File: config.mk
export PLATFORM = sky130hd
export DESIGN_NAME = urfc_ctrl
export DESIGN_NICKNAME = d
export VERILOG_FILES = /design/src/logic/urfc_pkg.sv /design/src/logic/urfc_ctrl.sv
export VERILOG_INCLUDE_DIRS = /design/src /design/src/logic
export SDC_FILE = /design/constraint.sdc
export NUM_CORES = 1
export LEC_CHECK = 0
export BUFFER_PORTS_ARGS = -buffer_cell sky130_fd_sc_hd__buf_2
export CAP_MARGIN = 20
export CORE_UTILIZATION = 50
export DETAILED_ROUTE_END_ITERATION = 12
export PLACE_DENSITY = 0.83
export SLEW_MARGIN = 20
export SYNTH_ARGS = -nofsm -noshare
export SYNTH_HDL_FRONTEND = slang
export SYNTH_SLANG_ARGS = --single-unit
File: constraint.sdc
create_clock -name i_mclk -period 4.96 [get_ports i_mclk]
set_input_delay 0.248 -clock i_mclk [delete_from_list [all_inputs] [get_ports i_mclk]]
set_output_delay 0.248 -clock i_mclk [all_outputs]
set_load 0.05 [all_outputs]
File: src/logic/urfc_map.svh
// Register map, field positions and the scratch reset value for the UART feature control block.
// Assumes: included by the block's module; no other dependencies.
// Function
// Delta CTS flag sets on any CTS change since last status read; interrupt if enabled.
// Upper modem-line nibble selects 0..15 bit times of turn-around delay.
// Turn-around delay field written only while enhanced write enable is set.
// Transmit disable halts the shifter; queued bytes resume when cleared.
// Software keeps transmit disable low while using immediate send.
// Receive disable finishes a character in progress, then accepts no more.
// Software clears receive disable only while receive line idles high.
// Receive FIFO remains readable whether or not the receiver is disabled.
// Transmit disable mode selects whether xon/xoff still go out.
// Receive disable mode selects whether xon/xoff still get detected.
// Eight-bit scratch register, reset value 0xff.
// Trigger table select; tables A-C use next trigger level for flow control.
// Auto RS-485 direction overrides automatic RTS/DTR flow control.
// Handshake select picks RTS or DTR as the direction output.
// Direction low after last stop bit; high when a byte is loaded.
// Transmit interrupt on shifter empty in RS-485 mode, else holding empty.
// Direction unchanged when only an xon/xoff is sent with FIFO empty.
// Infrared receive polarity bit inverts the encoded input when set.
// Hysteresis field applies only with table D; resets to zero.
// Hysteresis code decodes to a fixed table of character counts.
// Enhanced bits writable only with enhanced write enable; clear at reset.
// Flow control deasserts high at upper level, reasserts low below lower level.
// Turn-around counted in whole bit periods, restarted by a new byte.
`ifndef URFC_MAP_SVH
`define URFC_MAP_SVH
`define URFC_ADDR_LINE_TUNE 4'h0
`define URFC_ADDR_SCRATCH   4'h1
`define URFC_ADDR_FEATURE   4'h2
`define URFC_ADDR_ENH       4'h3
`define URFC_ADDR_MODEM_CTL 4'h4
`define URFC_ADDR_STATUS    4'h5
`define URFC_ADDR_LOWER_LVL 4'h6
`define URFC_SCRATCH_RST    8'hff
`define URFC_LT_DELAY_HI    7
`define URFC_LT_DELAY_LO    4
`define URFC_LT_TXDIS       3
`define URFC_LT_RXDIS       2
`define URFC_LT_TXMODE      1
`define URFC_LT_RXMODE      0
`define URFC_FC_TBL_HI      7
`define URFC_FC_TBL_LO      6
`define URFC_FC_RS485       5
`define URFC_FC_IRPOL       4
`define URFC_ENH_WREN       4
`define URFC_ENH_AUTORTS    6
`define URFC_MCR_SEL        2
`define URFC_IER_MSI        3
`endif

File: src/logic/urfc_pkg.sv
// Types shared by the UART feature control block.
// Assumes: compiled before the module.
package urfc_pkg;
  typedef enum logic [1:0] {URFC_TBL_A, URFC_TBL_B, URFC_TBL_C, URFC_TBL_D} urfc_tbl_e;
  typedef enum {URFC_DIR_RX, URFC_DIR_TX, URFC_DIR_WAIT} urfc_dir_e;
endpackage

File: src/logic/urfc_ctrl.sv
// UART channel feature control: modem line tuning, scratch, feature control, RS-485 direction.
// Assumes: one clock, baud tick from the channel's generator, FIFOs and shifters outside.
//
// Chosen here: the register addresses and the plain strobed port.
`timescale 1ns/1ps
`include "urfc_map.svh"
module urfc_ctrl
  import urfc_pkg::*;
#(
  parameter int unsigned LVL_W = 9
) (
  // Clock and reset
  input  wire logic             i_mclk,
  input  wire logic             i_rst,
  // Register port
  input  wire logic [3:0]       i_addr,
  input  wire logic [7:0]       i_wdata,
  input  wire logic             i_wr,
  input  wire logic             i_rd,
  output logic      [7:0]       o_rdata,
  // Pins
  input  wire logic             i_cts_n,
  input  wire logic             i_rx_ir,
  output logic                  o_rts_n,
  output logic                  o_dtr_n,
  // Channel status from the shifters and FIFOs
  input  wire logic             i_bit_tick,
  input  wire logic             i_tx_load,
  input  wire logic             i_tx_xchar,
  input  wire logic             i_tx_fifo_empty,
  input  wire logic             i_tsr_empty,
  input  wire logic             i_rx_busy,
  input  wire logic [LVL_W-1:0] i_rx_level,
  input  wire logic [LVL_W-1:0] i_rx_trigger,
  input  wire logic [LVL_W-1:0] i_next_up,
  input  wire logic [LVL_W-1:0] i_next_dn,
  // Controls to the shifters
  output logic                  o_tx_halt,
  output logic                  o_xchar_ok,
  output logic                  o_rx_accept,
  output logic                  o_rx_xchar_ok,
  output logic                  o_rx_ir,
  output logic                  o_tx_irq_src,
  output logic                  o_msi_irq
);

  // Registers
  logic [7:0] line_tune;
  logic [7:0] scratch_pad;
  logic [7:0] feature_control_reg;
  logic [7:0] enhanced_feature_reg;
  logic [7:0] modem_control_reg;
  logic [7:0] interrupt_enable_reg;
  logic       delta_cts;
  logic       xchar_pend;
  logic       rx_frame;
  logic       flow_hold;
  logic [3:0] turn_cnt;
  urfc_dir_e  dir_state;
  urfc_dir_e  next_dir_state;
  logic       cts_m;
  logic       cts_s;
  logic       cts_q;
  logic       ir_m;
  logic       ir_s;

  // Pin synchronisers; the first stage feeds only the second
  always_ff @(posedge i_mclk or posedge i_rst) begin
    if (i_rst) begin
      cts_m <= 1'b1;
      cts_s <= 1'b1;
      cts_q <= 1'b1;
      ir_m  <= 1'b0;
      ir_s  <= 1'b0;
    end else begin
      cts_m <= i_cts_n;
      cts_s <= cts_m;
      cts_q <= cts_s;
      ir_m  <= i_rx_ir;
      ir_s  <= ir_m;
    end
  end

  // Address decode
  wire wr_tune   = i_wr && (i_addr == `URFC_ADDR_LINE_TUNE);
  wire wr_spr    = i_wr && (i_addr == `URFC_ADDR_SCRATCH);
  wire wr_feature_control   = i_wr && (i_addr == `URFC_ADDR_FEATURE);
  wire wr_efr    = i_wr && (i_addr == `URFC_ADDR_ENH);
  wire wr_mcr    = i_wr && (i_addr == `URFC_ADDR_MODEM_CTL);
  wire rd_status = i_rd && (i_addr == `URFC_ADDR_STATUS);
  wire wr_ier    = i_wr && (i_addr == `URFC_ADDR_LOWER_LVL);
  wire enh_wren  = enhanced_feature_reg[`URFC_ENH_WREN];
  wire cts_edge  = cts_s ^ cts_q;

  // Enhanced-bit write gating: line tune bits 7:4, modem control and interrupt enable bits 7:5 only move while write enable is set
  wire [7:0] next_tune = enh_wren ? i_wdata : {line_tune[7:4], i_wdata[3:0]};
  wire [7:0] next_mcr  = enh_wren ? i_wdata : {modem_control_reg[7:5], i_wdata[4:0]};
  wire [7:0] next_ier  = enh_wren ? i_wdata : {interrupt_enable_reg[7:5], i_wdata[4:0]};

  // Register writes
  always_ff @(posedge i_mclk or posedge i_rst) begin
    if (i_rst) begin
      line_tune            <= 8'h00;
      scratch_pad          <= `URFC_SCRATCH_RST;
      feature_control_reg  <= 8'h00;
      enhanced_feature_reg <= 8'h00;
      modem_control_reg    <= 8'h00;
      interrupt_enable_reg <= 8'h00;
    end else begin
      if (wr_tune) line_tune <= next_tune;
      if (wr_spr) scratch_pad <= i_wdata;
      if (wr_feature_control) feature_control_reg <= i_wdata;
      if (wr_efr) enhanced_feature_reg <= i_wdata;
      if (wr_mcr) modem_control_reg <= next_mcr;
      if (wr_ier) interrupt_enable_reg <= next_ier;
    end
  end

  // Delta CTS: a change in the read cycle wins over the clear
  always_ff @(posedge i_mclk or posedge i_rst) begin
    if (i_rst) delta_cts <= 1'b0;
    else if (cts_edge) delta_cts <= 1'b1;
    else if (rd_status) delta_cts <= 1'b0;
  end
  assign o_msi_irq = delta_cts && interrupt_enable_reg[`URFC_IER_MSI];

  // Read data, one cycle later; unmapped reads give zero
  wire [7:0] status_word = {~cts_s, 6'h00, delta_cts};
  wire [7:0] rd_mux =
    (i_addr == `URFC_ADDR_SCRATCH)   ? scratch_pad :
    (i_addr == `URFC_ADDR_FEATURE)   ? feature_control_reg :
    (i_addr == `URFC_ADDR_ENH)       ? enhanced_feature_reg :
    (i_addr == `URFC_ADDR_MODEM_CTL) ? modem_control_reg :
    (i_addr == `URFC_ADDR_STATUS)    ? status_word :
    (i_addr == `URFC_ADDR_LOWER_LVL) ? interrupt_enable_reg : 8'h00;
  always_ff @(posedge i_mclk or posedge i_rst) begin
    if (i_rst) o_rdata <= 8'h00;
    else if (i_rd) o_rdata <= rd_mux;
    else o_rdata <= 8'h00;
  end

  // Transmit disable and flow-control character pass
  wire tx_dis = line_tune[`URFC_LT_TXDIS];
  wire rx_dis = line_tune[`URFC_LT_RXDIS];
  always_ff @(posedge i_mclk or posedge i_rst) begin
    if (i_rst) xchar_pend <= 1'b0;
    else if (!tx_dis) xchar_pend <= i_tx_xchar;
    else if (!i_tx_xchar) xchar_pend <= 1'b0;
  end
  assign o_tx_halt  = tx_dis;
  assign o_xchar_ok = !tx_dis || line_tune[`URFC_LT_TXMODE] || xchar_pend;

  // Receive disable: a frame in progress is allowed to finish
  always_ff @(posedge i_mclk or posedge i_rst) begin
    if (i_rst) rx_frame <= 1'b0;
    else if (!i_rx_busy) rx_frame <= 1'b0;
    else if (!rx_dis) rx_frame <= 1'b1;
  end
  // The frame flag lags busy by a cycle, so it only counts while busy still stands
  assign o_rx_accept   = !rx_dis || (rx_frame && i_rx_busy);
  assign o_rx_xchar_ok = o_rx_accept || line_tune[`URFC_LT_RXMODE];
  assign o_rx_ir       = feature_control_reg[`URFC_FC_IRPOL] ? ~ir_s : ir_s;

  // Hysteresis decode in characters
  function automatic logic [5:0] hyst(input logic [3:0] code);
    case (code)
      4'h0: hyst = 6'd0;
      4'h1: hyst = 6'd4;
      4'h2: hyst = 6'd6;
      4'h3: hyst = 6'd8;
      4'h4: hyst = 6'd8;
      4'h5: hyst = 6'd16;
      4'h6: hyst = 6'd24;
      4'h7: hyst = 6'd32;
      4'h8: hyst = 6'd40;
      4'h9: hyst = 6'd44;
      4'ha: hyst = 6'd48;
      4'hb: hyst = 6'd52;
      4'hc: hyst = 6'd12;
      4'hd: hyst = 6'd20;
      4'he: hyst = 6'd28;
      default: hyst = 6'd36;
    endcase
  endfunction

  // Flow-control levels; table D with nonzero code uses hysteresis around the trigger
  wire             tbl_d   = feature_control_reg[7:6] == URFC_TBL_D;
  wire [5:0]       hv      = hyst(feature_control_reg[3:0]);
  wire             use_h   = tbl_d && (hv != 6'd0);
  wire [LVL_W:0]   up_h    = {1'b0, i_rx_trigger} + {{(LVL_W-5){1'b0}}, hv};
  wire [LVL_W-1:0] up_lvl  = use_h ? up_h[LVL_W-1:0] : i_next_up;
  wire [LVL_W-1:0] dn_lvl  = use_h ? (i_rx_trigger - {{(LVL_W-6){1'b0}}, hv}) : i_next_dn;
  always_ff @(posedge i_mclk or posedge i_rst) begin
    if (i_rst) flow_hold <= 1'b0;
    else if (i_rx_level >= up_lvl) flow_hold <= 1'b1;
    else if (i_rx_level < dn_lvl) flow_hold <= 1'b0;
  end

  // RS-485 direction: TX on load, wait turn-around after shifter drains
  wire rs485 = feature_control_reg[`URFC_FC_RS485];
  always_comb begin
    next_dir_state = dir_state;
    case (dir_state)
      URFC_DIR_RX: if (i_tx_load) next_dir_state = URFC_DIR_TX;
      URFC_DIR_TX: if (i_tsr_empty && i_tx_fifo_empty && !i_tx_load) next_dir_state = URFC_DIR_WAIT;
      default: begin
        if (i_tx_load) next_dir_state = URFC_DIR_TX;
        else if (turn_cnt == line_tune[7:4]) next_dir_state = URFC_DIR_RX;
      end
    endcase
  end
  always_ff @(posedge i_mclk or posedge i_rst) begin
    if (i_rst) dir_state <= URFC_DIR_RX;
    else if (!rs485) dir_state <= URFC_DIR_RX;
    else dir_state <= next_dir_state;
  end
  always_ff @(posedge i_mclk or posedge i_rst) begin
    if (i_rst) turn_cnt <= 4'h0;
    else if (dir_state != URFC_DIR_WAIT) turn_cnt <= 4'h0;
    else if (i_bit_tick && turn_cnt != 4'hf) turn_cnt <= turn_cnt + 4'h1;
  end

  // Handshake outputs: RS-485 wins over auto flow control, select picks the pin
  wire dir_tx   = dir_state != URFC_DIR_RX;
  wire auto_rts = enhanced_feature_reg[`URFC_ENH_AUTORTS];
  wire sel_dtr  = modem_control_reg[`URFC_MCR_SEL];
  // In RS-485 mode the pin sits high while sending and low while receiving
  wire hs_n     = rs485 ? dir_tx : (auto_rts ? flow_hold : 1'b1);
  assign o_rts_n = (rs485 || auto_rts) && !sel_dtr ? hs_n : ~modem_control_reg[1];
  assign o_dtr_n = (rs485 || auto_rts) && sel_dtr ? hs_n : ~modem_control_reg[0];
  assign o_tx_irq_src = rs485 ? (i_tsr_empty && i_tx_fifo_empty) : i_tx_fifo_empty;
endmodule

==> flow_summary_export.csv <==
group,metric,value,unit
status,status,"finished, final reports clean",
run,cap_viol_max_count,0,
logic_synthesis,synth-edff-count,0,
clock_tree,cts_sinks,71,
min_path,min-delay-start,"i_tx_xchar",
sta,min_period_over_period,84.1,%
critical_path,endpoint_kind,"register",
detailed_routing,drc_errors,0,
detailed_routing,drt-total-wl,9790,um
logic_synthesis,netlist_instances,403,
clock_tree,cts_buffer_depth,2,
final_layout,final_common_cell,"buf_2",
final_layout,n_fill_cell,654,
critical_path,r2r.worst_path.cells,15,
logic_synthesis,synth-main-ff-cell,"dfrtp_1",
sta,max_freq,240,MHz
critical_path,startpoint_type,"register",
detailed_routing,num_vias,3379,
clock_tree,clk_pin_slew,0.08,ns
logic_synthesis,synth_area_per_cell,10.6,um^2
sta,relSlewSlack,40.9,%
sta,final_hold_viol_count,0,
critical_path,slowest_stage,"o31ai_1",
sta,finalSetupViolCount,0,
critical_path,crit_chain,"inv_1, ha_1, o31ai_1, inv_1, ha_1, o21ba_2, o211ai_1, a2111oi_0, xor2_1, mux2i_1, ha_1, nor2b_1, o21ai_0, nand2_1, or4_1",
power,ir_drop,0.000218,V
clock_tree,insertion_delay,0.35,ns
logic_synthesis,seq_area_frac_synth,42.0,%
global_routing,grt_pass1_vias,3414,
die,die_y,94.4,um
sta,rsz0062_at_grt,"false",
detailed_routing,vias_per_cell,5.72,
clock_tree,cts_resized,0,
min_path,holdCritPathClass,"in2reg",
critical_path,cpMostUsedCell,"ha_1",
final_layout,multi_input_area,2340,um^2
placed_design,gp_congestion,0.884,
logic_synthesis,synth-seq-cells,71,
die,core_region_area,8220,um^2
critical_path,r2r_slack,0.79,ns
die,initial_core_util,51.9,%
critical_path,slowest_delay,0.61,ns
critical_path,worstSetupPathType,"reg2reg",
die,io_pins,77,
global_routing,grt_antenna_before_repair,0,
final_layout,mostFrequentLayoutCells,"buf_2 (76), dfrtp_1 (60), mux2_2 (53)",
detailed_routing,drt-initial-drc-count,282,
sta,tns,0,ns
detailed_routing,wire_per_inst,16.6,um
clock_tree,cts-root-buf,"clkbuf_8",
sta,slew_viol_final,0,
global_routing,grt_max_degree,72,
critical_path,path_max_fanout,6,
critical_path,critPathArrivalTime,4.40,ns
die,die_area,8910,um^2
sta,fin_crit,4.17,ns
final_layout,drive_above_1_share,34.0,%
die,row_count,33,
clock_tree,htreeDepth,3,
clock_tree,cts_buffers,9,
final_layout,seqCellArea,1790,um^2
critical_path,timing.rr.end,"flow_hold$_DFFE_PP0P_",
placed_design,port_buffers,76,
die,die_width,94.4,um
power,power.total,1.96,mW
power,power.density,394,nW/um^2
logic_synthesis,yosys-top-cells-area,"dfrtp_1 (35%), mux2_2 (14%), ha_1 (9.1%), dfstp_2 (6.8%), nand2_1 (3.3%)",
logic_synthesis,synth_top_area_cell,"dfrtp_1",
detailed_routing,drtAntennaViolNets,0,
critical_path,critPathRequiredTime,5.18,ns
final_layout,antennaDiodeCount,0,
final_layout,syn2layout_area_growth,16.5,%
global_routing,grt-ovfl-total,0,
logic_synthesis,yosysWarnings,0,
power,p_leak,2.38,nW
global_routing,grt_usage,23.7,%
logic_synthesis,synth_cell_types,45,
detailed_routing,drtPass1Iterations,6,
sta,tightest_slew,0.884,ns
critical_path,regToRegStartpoint,"feature_control_reg[0]$_DFFE_PP0P_",
global_routing,grt_pass1_wl,16100,um
logic_synthesis,syn-num-nets,496,
clock_tree,cts_tree,"done",
logic_synthesis,synth_top_area_share,35.2,%
min_path,hold_depth,2,
min_path,hold_path_end,"xchar_pend$_DFFE_PP0P_",
placed_design,dpl.hpwl,7140,um
sta,clock_skew,0.00839,ns
final_layout,nNetsFinal,574,
logic_synthesis,syn_area,4270,um^2
logic_synthesis,async_flop_share,100,%
==> synth_stat cells (2+ instances only) <==
| master | count |
|---|---|
| fa_1 | 2 |
| nor2b_1 | 8 |
| mux2_2 | 53 |
| nor2_2 | 2 |
| xnor2_1 | 11 |
| a21boi_0 | 3 |
| a31o_2 | 2 |
| nand2_1 | 38 |
| clkbuf_1 | 5 |
| and3_1 | 4 |
| o21ai_0 | 16 |
| a221o_1 | 2 |
| nor2_1 | 27 |
| nand2b_1 | 7 |
| a221oi_1 | 8 |
| dfrtp_1 | 60 |
| buf_2 | 6 |
| nand4_1 | 4 |
| a211oi_1 | 2 |
| a21oi_1 | 15 |
| xor2_1 | 8 |
| nand3_1 | 9 |
| a22oi_1 | 6 |
| nor4_1 | 2 |
| and2_1 | 2 |
| dfstp_2 | 11 |
| mux2i_1 | 14 |
| ha_1 | 31 |
| a31oi_1 | 2 |
| nor3b_1 | 3 |
| inv_1 | 22 |
| a2111oi_0 | 2 |
| a21o_1 | 4 |
==> worst max-delay path by stage <==
stage                                  startpoint                     to  cells past startpoint
6_report       feature_control_reg[0]$_DFFE_PP0P_  flow_hold$_DFFE_PP0P_                     15
5_1_grt        feature_control_reg[0]$_DFFE_PP0P_  flow_hold$_DFFE_PP0P_                     15
4_1_cts        feature_control_reg[0]$_DFFE_PP0P_  flow_hold$_DFFE_PP0P_                     15
3_5_place_dp   feature_control_reg[0]$_DFFE_PP0P_  flow_hold$_DFFE_PP0P_                     15
3_3_place_gp   feature_control_reg[0]$_DFFE_PP0P_  flow_hold$_DFFE_PP0P_                     15
2_1_floorplan  feature_control_reg[0]$_DFFE_PP0P_  flow_hold$_DFFE_PP0P_                     14
==> final cells by class <==
type	count	share of cell area, %
Multi-Input combinational cell	298	47.0
Sequential cell	71	36.0
Timing Repair Buffer	79	8.21
Tap cell	105	2.64
Clock buffer	10	2.57
Clock inverter	6	1.89
Inverter	22	1.66
==> logic make-up (layout without fill, tap and decap cells) <==
family,Yosys count,count (layout),synth area share (%)
fa+ha+maj,33,33,10.0
mux,67,67,17.3
flops,71,71,42.0
compound gates,68,68,11.1
xor+xnor,19,19,3.90
buf+inv,34,117,3.26
simple gates,111,111,12.5
==> where the power goes <==
group / total (mW) / switching [mW] / internal, mW
sequential: 0.774 / 0.0829 / 0.691
clock: 0.512 / 0.225 / 0.287
combinational: 0.672 / 0.375 / 0.298
total: 1.96 / 0.683 / 1.28
==> worst max-delay path, delay by kind of cell (launching register included) <==
family | cells | cell delay [ns]
xor gates and xnor gates | 1 | 0.18
AOI/OAI and AO/OA | 5 | 1.59
DFF | 1 | 0.44
and+or+nand+nor | 3 | 0.70
buffers and inverters | 2 | 0.17
muxes | 1 | 0.09
adders and majority gates | 3 | 0.88
==> layer usage <==
metal | up-vias | track usage (%) | wire length, um
met4 | 0 | 11.4 | 295
met2 | 120 | 38.6 | 4850
li1 | 1584 | - | -
met1 | 1643 | 30.2 | 4190
met3 | 32 | 4.75 | 453
met5 | - | 0 | 0
==> through the flow <==
| step | hold WS [ns] | setup WS [ns] | area [um^2] | instances | utilization [%] |
|---|---|---|---|---|---|
| finish | 0.135 | 0.787 | 4970 | 591 | 60.5 |
| detailed placement | 0.350 | 0.795 | 4730 | 573 | 57.6 |
| global placement | 0.335 | 0.979 | 4730 | 573 | 57.6 |
| global route | 0.126 | 0.532 | 4970 | 591 | 60.5 |
| CTS | 0.127 | 0.804 | 4970 | 591 | 60.5 |
| floorplan | 0.252 | 1.20 | 4270 | 403 | - |
==> what timing repair did <==
item                                   in CTS  in global routing
endpoints found under the hold margin       2                  0
hold buffers                                2                  0
buffers inserted                            0                  0
Power figures use the tool's default switching activity.
